$ cat src/hdl/uart_regs_pkg.sv
// Shared offsets, bit positions, masks and reset values for the dual-channel register bank.
package uart_regs_pkg;

    // register offsets, standard bank
    localparam logic [2:0] OFS_HOLD = 3'h0;
    localparam logic [2:0] OFS_IER  = 3'h1;
    localparam logic [2:0] OFS_ISR  = 3'h2;
    localparam logic [2:0] OFS_LCR  = 3'h3;
    localparam logic [2:0] OFS_MCR  = 3'h4;
    localparam logic [2:0] OFS_LSR  = 3'h5;
    localparam logic [2:0] OFS_MSR  = 3'h6;
    localparam logic [2:0] OFS_SPR  = 3'h7;
    // register offsets, divisor and enhanced banks
    localparam logic [2:0] OFS_DLL  = 3'h0;
    localparam logic [2:0] OFS_DLM  = 3'h1;
    localparam logic [2:0] OFS_TRG  = 3'h0;
    localparam logic [2:0] OFS_FEATURE_CONTROL = 3'h1;
    localparam logic [2:0] OFS_EFR  = 3'h2;

    // bank keys and bit positions
    localparam logic [7:0] LCR_ENH_KEY    = 8'hBF;
    localparam int         LCR_DIV_BIT    = 7;
    localparam int         EFR_ENH_BIT    = 4;
    localparam int         FEATURE_CONTROL_SWAP_BIT  = 6;
    localparam int         FEATURE_CONTROL_IRINV_BIT = 2;
    localparam int         MCR_LOOP_BIT   = 4;
    localparam int         MCR_IR_BIT     = 6;
    localparam int         FCR_EN_BIT     = 0;
    localparam int         IER_TX_BIT     = 1;
    localparam int         LSR_THRE_BIT   = 5;
    localparam int         XCHAR_SEL_BIT  = 2;

    // extended and reserved masks
    localparam logic [7:0] IER_EXT_MASK  = 8'hF0;
    localparam logic [7:0] MCR_EXT_MASK  = 8'hE0;
    localparam logic [7:0] FCR_EXT_MASK  = 8'h30;
    localparam logic [7:0] ISR_EXT_MASK  = 8'h30;
    localparam logic [7:0] ENHANCED_MODE_SELECT_USE_MASK = 8'h33;

    // interrupt status codes, bits 5:0
    localparam logic [5:0] ISR_NONE = 6'h01;
    localparam logic [5:0] ISR_LSR  = 6'h06;
    localparam logic [5:0] ISR_RX   = 6'h04;
    localparam logic [5:0] ISR_TX   = 6'h02;
    localparam logic [5:0] ISR_MSR  = 6'h00;

    // reset and identity values (identity values are arbitrary)
    localparam logic [7:0] RST_REG       = 8'h00;
    localparam logic [7:0] DIV_ZERO      = 8'h00;
    localparam logic [7:0] REVISION_CODE = 8'h01;
    localparam logic [7:0] DEVICE_ID     = 8'h5A;

    typedef enum logic [1:0] {BANK_STD, BANK_DIV, BANK_ENH} bank_e;

endpackage : uart_regs_pkg

$ cat src/hdl/uart_channel_register_map.sv
// Dual-channel host register bank with interrupt reporting and serial path muxing.
// Summary of operation
// - extended bits work only while enhanced-function bit 4 is set
// - offset 0 standard bank: read gives receive holding, write loads transmit holding
// - interrupt-enable bits mask receive, transmit, line and modem sources from irq
// - the highest-priority unmasked pending source is reported in read-only interrupt status
// - each channel owns its registers; three address bits plus per-channel select
// - modem-control bit 6, with bit 4 clear, routes serial path through infrared coder; tx idles low
// - modem-control bit 4 loops transmit to receive and holds tx pin at mark
`timescale 1ns/1ps

module uart_channel_register_map
    import uart_regs_pkg::*;
(
    // clock and reset
    input  wire logic            sys_clk,
    input  wire logic            arst_n,
    // host bus
    input  wire logic [2:0]      addr,
    input  wire logic            channel_a_select_n,
    input  wire logic            channel_b_select_n,
    input  wire logic            rd_strobe_n,
    input  wire logic            wr_strobe_n,
    input  wire logic [7:0]      wr_data,
    output logic      [7:0]      rd_data,
    // receiver side, per channel
    input  wire logic [1:0]      rx_push,
    input  wire logic [1:0][7:0] rx_char,
    input  wire logic [1:0][7:1] line_status,
    input  wire logic [1:0][7:0] fifo_count,
    output logic      [1:0]      rx_pop,
    // transmitter and configuration, per channel
    output logic      [1:0][7:0] tx_data,
    output logic      [1:0]      tx_load,
    output logic      [1:0][7:0] line_ctrl,
    output logic      [1:0][7:0] modem_ctrl,
    output logic      [1:0][7:0] fifo_ctrl,
    output logic      [1:0]      fifo_ctrl_load,
    output logic      [1:0][7:0] divisor_low,
    output logic      [1:0][7:0] divisor_high,
    // modem inputs: bit 0 cts, 1 dsr, 2 ri, 3 cd
    input  wire logic [1:0][3:0] modem_in,
    // serial path
    input  wire logic [1:0]      tx_shift_out,
    input  wire logic [1:0]      rx_pin,
    output logic      [1:0]      tx_pin,
    output logic      [1:0]      rx_shift_in,
    // interrupt, active high
    output logic      [1:0]      irq
);

    typedef struct packed {
        logic [1:0][7:0]      irq_enable_mask;
        logic [1:0][7:0]      line_control;
        logic [1:0][7:0]      modem_control;
        logic [1:0][7:0]      dll;
        logic [1:0][7:0]      baud_divisor_high;
        logic [1:0][7:0]      scratch_pad;
        logic [1:0][7:0]      fifo_control;
        logic [1:0][7:0]      fifo_trigger_levels;
        logic [1:0][7:0]      feature_control;
        logic [1:0][7:0]      enhanced_function;
        logic [1:0][7:0]      enhanced_mode_select;
        logic [1:0][7:0]      rx_hold;
        logic [1:0][7:0]      tx_data;
        logic [1:0][3:0][7:0] xchar;
        logic [1:0][3:0]      msr_delta;
        logic [1:0][3:0]      modem_q;
        logic [1:0]           rx_full;
        logic [1:0]           tx_irq;
        logic [1:0]           thre_q;
        logic [1:0]           tx_load;
        logic [1:0]           rx_pop;
        logic [1:0]           fcr_load;
        logic [1:0]           tx_pin;
        logic [1:0]           rx_in;
        logic [1:0]           irq;
        logic [7:0]           rd_data;
        logic                 rd_q;
        logic                 wr_q;
    } state_s;

    state_s     st;
    state_s     next_st;
    logic [1:0] sel;
    logic       rd_go;
    logic       wr_go;
    bank_e      bk;
    logic       enh;
    logic       dz;
    logic [3:0] pend;
    logic [5:0] code;
    logic [7:0] rv;
    logic       clr_tx;

    // bank chosen by the line-control value
    function automatic bank_e bank_of(input logic [7:0] l);
        if (l == LCR_ENH_KEY) begin
            return BANK_ENH;
        end
        return l[LCR_DIV_BIT] ? BANK_DIV : BANK_STD;
    endfunction : bank_of

    // clears extended bits while the enhanced bit is off
    function automatic logic [7:0] gate(input logic [7:0] v, input logic [7:0] m, input logic on);
        return on ? v : (v & ~m);
    endfunction : gate

    // priority: line, receive, transmit, modem; bits follow ier order
    function automatic logic [5:0] isr_code(input logic [3:0] p);
        if (p[2]) begin
            return ISR_LSR;
        end
        if (p[0]) begin
            return ISR_RX;
        end
        if (p[1]) begin
            return ISR_TX;
        end
        return p[3] ? ISR_MSR : ISR_NONE;
    endfunction : isr_code

    // strobes act once, on their first low cycle
    assign sel   = {~channel_b_select_n, ~channel_a_select_n};
    assign rd_go = ~rd_strobe_n & ~st.rd_q;
    assign wr_go = ~wr_strobe_n & ~st.wr_q;

    // next state for both channels
    always_comb begin
        next_st          = st;
        bk               = BANK_STD;
        enh              = 1'b0;
        dz               = 1'b0;
        pend             = '0;
        code             = ISR_NONE;
        rv               = RST_REG;
        clr_tx           = 1'b0;
        next_st.rd_q     = ~rd_strobe_n;
        next_st.wr_q     = ~wr_strobe_n;
        next_st.tx_load  = '0;
        next_st.rx_pop   = '0;
        next_st.fcr_load = '0;
        for (int c = 0; c < 2; c++) begin
            bk     = bank_of(st.line_control[c]);
            enh    = st.enhanced_function[c][EFR_ENH_BIT];
            dz     = (st.dll[c] == DIV_ZERO) && (st.baud_divisor_high[c] == DIV_ZERO);
            clr_tx = 1'b0;
            // pending sources gated by their enables
            pend = {|st.msr_delta[c], |line_status[c][4:1], st.tx_irq[c], st.rx_full[c]} & st.irq_enable_mask[c][3:0];
            code = isr_code(pend);
            next_st.irq[c] = |pend;

            // read decode; each channel answers only its own select
            rv = RST_REG;
            case (bk)
                BANK_STD: begin
                    case (addr)
                        OFS_HOLD: rv = st.rx_hold[c];
                        OFS_IER:  rv = st.irq_enable_mask[c];
                        OFS_ISR:  rv = gate({{2{st.fifo_control[c][FCR_EN_BIT]}}, code}, ISR_EXT_MASK, enh);
                        OFS_LCR:  rv = st.line_control[c];
                        OFS_MCR:  rv = st.modem_control[c];
                        OFS_LSR:  rv = {line_status[c], st.rx_full[c]};
                        OFS_MSR:  rv = {modem_in[c], st.msr_delta[c]};
                        default:  rv = st.feature_control[c][FEATURE_CONTROL_SWAP_BIT] ? fifo_count[c] : st.scratch_pad[c];
                    endcase
                end
                BANK_DIV: begin
                    case (addr)
                        OFS_DLL: rv = dz ? REVISION_CODE : st.dll[c];
                        OFS_DLM: rv = dz ? DEVICE_ID : st.baud_divisor_high[c];
                        OFS_LCR: rv = st.line_control[c];
                        default: rv = RST_REG;
                    endcase
                end
                default: begin
                    case (addr)
                        OFS_TRG:  rv = fifo_count[c];
                        OFS_FEATURE_CONTROL: rv = st.feature_control[c];
                        OFS_EFR:  rv = st.enhanced_function[c];
                        OFS_LCR:  rv = st.line_control[c];
                        default:  rv = st.xchar[c][addr[1:0]];
                    endcase
                end
            endcase

            // read side effects
            if (rd_go && sel[c]) begin
                next_st.rd_data = rv;
                if (bk == BANK_STD && addr == OFS_HOLD) begin
                    next_st.rx_full[c] = 1'b0;
                    next_st.rx_pop[c]  = 1'b1;
                end
                if (bk == BANK_STD && addr == OFS_ISR && code == ISR_TX) begin
                    clr_tx = 1'b1;
                end
                if (bk == BANK_STD && addr == OFS_MSR) begin
                    next_st.msr_delta[c] = '0;
                end
            end

            // write decode; line and modem status offsets ignore writes, offset 2 loads fifo control
            if (wr_go && sel[c]) begin
                case (bk)
                    BANK_STD: begin
                        case (addr)
                            OFS_HOLD: begin
                                next_st.tx_data[c] = wr_data;
                                next_st.tx_load[c] = 1'b1;
                                clr_tx             = 1'b1;
                            end
                            OFS_IER: next_st.irq_enable_mask[c] = wr_data;
                            OFS_ISR: begin
                                next_st.fifo_control[c]      = wr_data;
                                next_st.fcr_load[c] = 1'b1;
                            end
                            OFS_LCR: next_st.line_control[c] = wr_data;
                            OFS_MCR: next_st.modem_control[c] = wr_data;
                            OFS_SPR: begin
                                if (st.feature_control[c][FEATURE_CONTROL_SWAP_BIT]) begin
                                    next_st.enhanced_mode_select[c] = wr_data & ENHANCED_MODE_SELECT_USE_MASK;
                                end else begin
                                    next_st.scratch_pad[c] = wr_data;
                                end
                            end
                            default: ;
                        endcase
                    end
                    BANK_DIV: begin
                        case (addr)
                            OFS_DLL: next_st.dll[c] = wr_data;
                            OFS_DLM: next_st.baud_divisor_high[c] = wr_data;
                            OFS_LCR: next_st.line_control[c] = wr_data;
                            default: ;
                        endcase
                    end
                    default: begin
                        if (addr[XCHAR_SEL_BIT]) begin
                            next_st.xchar[c][addr[1:0]] = wr_data;
                        end else begin
                            case (addr)
                                OFS_TRG:  next_st.fifo_trigger_levels[c]  = wr_data;
                                OFS_FEATURE_CONTROL: next_st.feature_control[c] = wr_data;
                                OFS_EFR:  next_st.enhanced_function[c]  = wr_data;
                                OFS_LCR:  next_st.line_control[c]  = wr_data;
                                default: ;
                            endcase
                        end
                    end
                endcase
            end

            // extended bits follow the enhanced bit, on write and later
            next_st.irq_enable_mask[c] = gate(next_st.irq_enable_mask[c], IER_EXT_MASK, next_st.enhanced_function[c][EFR_ENH_BIT]);
            next_st.modem_control[c] = gate(next_st.modem_control[c], MCR_EXT_MASK, next_st.enhanced_function[c][EFR_ENH_BIT]);
            next_st.fifo_control[c] = gate(next_st.fifo_control[c], FCR_EXT_MASK, next_st.enhanced_function[c][EFR_ENH_BIT]);

            // transmit-empty event: set wins over a same-cycle clear
            next_st.thre_q[c] = line_status[c][LSR_THRE_BIT];
            if (clr_tx) begin
                next_st.tx_irq[c] = 1'b0;
            end
            if ((line_status[c][LSR_THRE_BIT] && !st.thre_q[c]) ||
                (line_status[c][LSR_THRE_BIT] && next_st.irq_enable_mask[c][IER_TX_BIT] && !st.irq_enable_mask[c][IER_TX_BIT])) begin
                next_st.tx_irq[c] = 1'b1;
            end

            // modem deltas: a change in the clearing cycle is kept
            next_st.modem_q[c]   = modem_in[c];
            next_st.msr_delta[c] = next_st.msr_delta[c] | (modem_in[c] ^ st.modem_q[c]);

            // received character, set wins over the pop
            if (rx_push[c]) begin
                next_st.rx_hold[c] = rx_char[c];
                next_st.rx_full[c] = 1'b1;
            end

            // serial path; the ir coder here is a level inversion, not a pulse shaper
            if (st.modem_control[c][MCR_LOOP_BIT]) begin
                next_st.tx_pin[c] = 1'b1;
                next_st.rx_in[c]  = tx_shift_out[c];
            end else if (st.modem_control[c][MCR_IR_BIT]) begin
                next_st.tx_pin[c] = ~tx_shift_out[c];
                next_st.rx_in[c]  = ~rx_pin[c] ^ st.feature_control[c][FEATURE_CONTROL_IRINV_BIT];
            end else begin
                next_st.tx_pin[c] = tx_shift_out[c];
                next_st.rx_in[c]  = rx_pin[c];
            end
        end
    end

    // single state register; tx pin rests at mark out of reset
    always_ff @(posedge sys_clk or negedge arst_n) begin
        if (!arst_n) begin
            st        <= '0;
            st.tx_pin <= '1;
        end else begin
            st <= next_st;
        end
    end

    // every output is a state bit
    assign rd_data        = st.rd_data;
    assign rx_pop         = st.rx_pop;
    assign tx_data        = st.tx_data;
    assign tx_load        = st.tx_load;
    assign line_ctrl      = st.line_control;
    assign modem_ctrl     = st.modem_control;
    assign fifo_ctrl      = st.fifo_control;
    assign fifo_ctrl_load = st.fcr_load;
    assign divisor_low    = st.dll;
    assign divisor_high   = st.baud_divisor_high;
    assign tx_pin         = st.tx_pin;
    assign rx_shift_in    = st.rx_in;
    assign irq            = st.irq;
endmodule : uart_channel_register_map

$ cat config.mk
export PLATFORM = sky130hd
export DESIGN_NAME = uart_channel_register_map
export DESIGN_NICKNAME = d
export VERILOG_FILES = /design/src/hdl/uart_regs_pkg.sv /design/src/hdl/uart_channel_register_map.sv
export SDC_FILE = /design/constraint.sdc
export NUM_CORES = 1
export LEC_CHECK = 0
export BUFFER_PORTS_ARGS = -buffer_cell sky130_fd_sc_hd__buf_2
export CORE_MARGIN = 2
export CORE_UTILIZATION = 55
export CTS_BUF_LIST = sky130_fd_sc_hd__clkbuf_8
export DETAILED_ROUTE_END_ITERATION = 8
export GPL_ROUTABILITY_DRIVEN = 0
export PLACE_DENSITY = 0.77
export SETUP_SLACK_MARGIN = 0.5
export SKIP_LAST_GASP = 1
export SLEW_MARGIN = 5
export SYNTH_ARGS = -nofsm -noshare
export SYNTH_HDL_FRONTEND = slang
export SYNTH_SLANG_ARGS = --single-unit
$ cat constraint.sdc
create_clock -name sys_clk -period 2.7 [get_ports sys_clk]
set_input_delay 0.54 -clock sys_clk [delete_from_list [all_inputs] [get_ports sys_clk]]
set_output_delay 0.54 -clock sys_clk [all_outputs]
set_load 0.05 [all_outputs]
==> reports/summary.txt <==
Seq pwr share: 0.437
area grow syn2layout: 12.8%
number of flops mapped to enable cells by yosys: 0
# rows: 59
H-Tree Depth: 2
Global Route Usage Sum: 0.308
uppermost layer routed: met5
CTS Sinks: 284
layout cell share with drive strength beyond 1: 0.427
global-route wire length before repair: 66500 um
Max IR drop VDD: 0.375 mV
Routed met3 length: 4420 um
RSZ-0062 raised after global routing: no
Tmin final: 2.14 ns
final net count: 1478
CTS root buf: clkbuf_8
final worst slack: 0.562 ns
gr ovfl total: 0
switch share: 0.342
Routed WL per cell: 24.3 um
Mapped Cells: 1275
maximum buffer depth of the clock tree: 3
Crit-path slowest cell: nor3_1
DR DRC count: 19
mean number of vias per cell: 6.41
Placeable Area: 26100 um2
final hold violations: 0
sequential element share of the synthesized area: 0.485
setup violators final: 0
CP cell instances: nor3_1 > nand2_1 > nor2_2 > mux2_2
initial core utilization: 0.561
Pwr Density: 678 nW/um2
Seq cells post-synth: 284
TritonCTS buffer count: 48
failing checks: design-rule violations
Die Ht: 167 um
TritonCTS clock tree: built
leak pwr: 8.04 nW
vias in the first global route: 11100
Ys Warns: 0
DRT iter0 DRCs: 1563
Via Count: 11300
Detail Placement HPWL: 30300 um
Final Skew: 0.0312 ns
first-pass iteration count of the detailed router: 8
Hold Path Class: input port to flip-flop
Die ar.: 28000 um2
ys async rst share: 1.00
f_max: 0.468 GHz
CTS clk-pin slew, worst paths: 0.06 ns
ant diodes: 0
Psw: 0.00384 W
Critical Path End Type: flip-flop
Clock Power Share: 0.328
critical path class: flip-flop to flip-flop
worst path required time: 3.14 ns
total negative setup slack: 0 ns
Worst Path Max Fanout: 8
Die Span X: 167 um
final antenna-violating net count: 0
Cell Area, Synth: 14600 um2
DP Worst Slack: 0.0246 ns
P_int: 0.00737 W
Worst setup SP type: flip-flop
Routed WL: 43100 um
Final Cycle Share: 0.792
antenna violations before repair: 1
CP max stage delay: 0.44 ns
Metal-1 WL: 17300 um
Syn Area/Cell: 11.5 um2
max_cap viols: 0
Distinct cells, synth: 68
met2 wire len: 19600 um
io pins: 193
Logic pwr share: 0.235
Port Buf Inserts: 192
pin count of the biggest net entering global routing: 68
Slew headroom: 0.494
Synth Net Count: 1352
worst-margin pin slew: 0.759 ns
Final Max Slew Viols: 0
Primary FF master, synth: dfrtp_1
status: finished with violations
worst path arrival time: 2.58 ns
clk_lat worst skew: 0.57 ns
## registers in the layout, indices dropped and copies added, names as in the netlist, 8 cells and up
name	cells
rd_data	8
line_ctrl	16
divisor_high	16
st	167
modem_ctrl	16
fifo_ctrl	16
tx_data	16
divisor_low	16
## placed cells by master (no fill, tap or decap), drive strengths merged, types with 13 or more instances in the layout
cell type    n
buf        267
nand3       17
nor3        13
a21oi       32
a31oi       13
clkbuf      59
nor4        15
nand2      134
mux4        24
o21ai       46
dfrtp      282
a22oi       13
nor2        58
inv         34
mux2       222
mux2i       46
## path summary, 6_finish.rpt
path / slack, ns / to / startpoint / cells after the start
max reg2reg: 0.56 / st[101] / st[0] / 4
max in group asynchronous: 1.34 / line_ctrl[11] / arst_n / 3
min in group asynchronous: 0.52 / divisor_low[2] / arst_n / 2
max: 0.56 / st[101] / st[0] / 4
min: 0.13 / st[34] / modem_in[6] / 1
min reg2reg: 0.47 / fifo_ctrl[3] / fifo_ctrl[3] / 2
## worst max-delay path, delay by kind of cell, from the launching register on
family,cells,cell delay [ns]
flip-flops,1,0.43
multiplexers,1,0.40
AND/OR/NAND/NOR,3,1.20
## metal layers
metal,global-route usage,vias to the layer above
met5,0,-
met4,0.129,2
met3,0.0563,131
met2,0.469,726
met1,0.438,5730
li1,-,4750
## repair_timing
item	4_1_cts	5_1_grt
gates resized for setup	3	7
setup endpoints to repair	33	66
hold endpoints to repair	54	0
pin swaps	1	2
cloned	0	0
hold buffers	1	0
buffers inserted	2	2
## synthesized netlist by cell type (7+ instances only)
cell type  number  area (um2)
nand2b_1       10        62.6
a22oi_1        13        97.6
a22o_1         11        96.3
a221oi_1       12         105
nand3_1        17        85.1
o22ai_1        12        75.1
a211oi_1        8        60.1
mux2i_1        46         460
buf_4         116         871
nand2_1       134         503
nor2_1         58         218
dfrtp_1       282        7060
mux2_2        222        2500
buf_1          14        52.6
buf_2          18        90.1
a31oi_1        13        81.3
o21ai_0        41         205
nor4_1         13        81.3
o221ai_1        7        61.3
inv_1          14        52.6
clkbuf_1       42         158
mux4_2         24         541
xnor2_1        12         105
nor2b_1         8        50.1
a21oi_1        32         160
## per-stage QoR
stage / cell area [um2] / util / cells / hold slack (ns) / total power, W
after floorplan: 14700 / - / 1275 / 0.244 / 0.00699
after global placement: 15500 / 0.594 / 1681 / 0.452 / 0.00751
after CTS: 16500 / 0.631 / 1767 / 0.109 / 0.0112
after detailed placement: 15500 / 0.594 / 1681 / 0.463 / 0.00756
final: 16500 / 0.632 / 1769 / 0.128 / 0.0112
after global routing: 16500 / 0.632 / 1769 / 0.119 / 0.0116
## power by group through the flow
stage	Clock, W	Sequential [W]	Combinational (W)
floorplan	0	0.00487	0.00212
global placement	0	0.00496	0.00256
detailed placement	0	0.00497	0.00259
CTS	0.00372	0.00490	0.00260
global route	0.00391	0.00494	0.00276
finish	0.00367	0.00490	0.00263
## logic make-up after synthesis
group,count (synthesis),synth area share
simple gates,288,0.0941
buf+inv,208,0.0856
flops,284,0.485
xor+xnor,12,0.00717
mux,292,0.239
compound gates,191,0.0888
## cell type report
type | instances | area [um2]
sequential | 284 | 7110
clock buffer | 59 | 812
clock inverter | 24 | 101
fill | 2060 | 9610
inverter | 16 | 60.1
multi-input combinational | 783 | 6380
timing repair buffer | 268 | 1640
tap | 335 | 419
No activity file was read; power rests on OpenSTA's default activity.
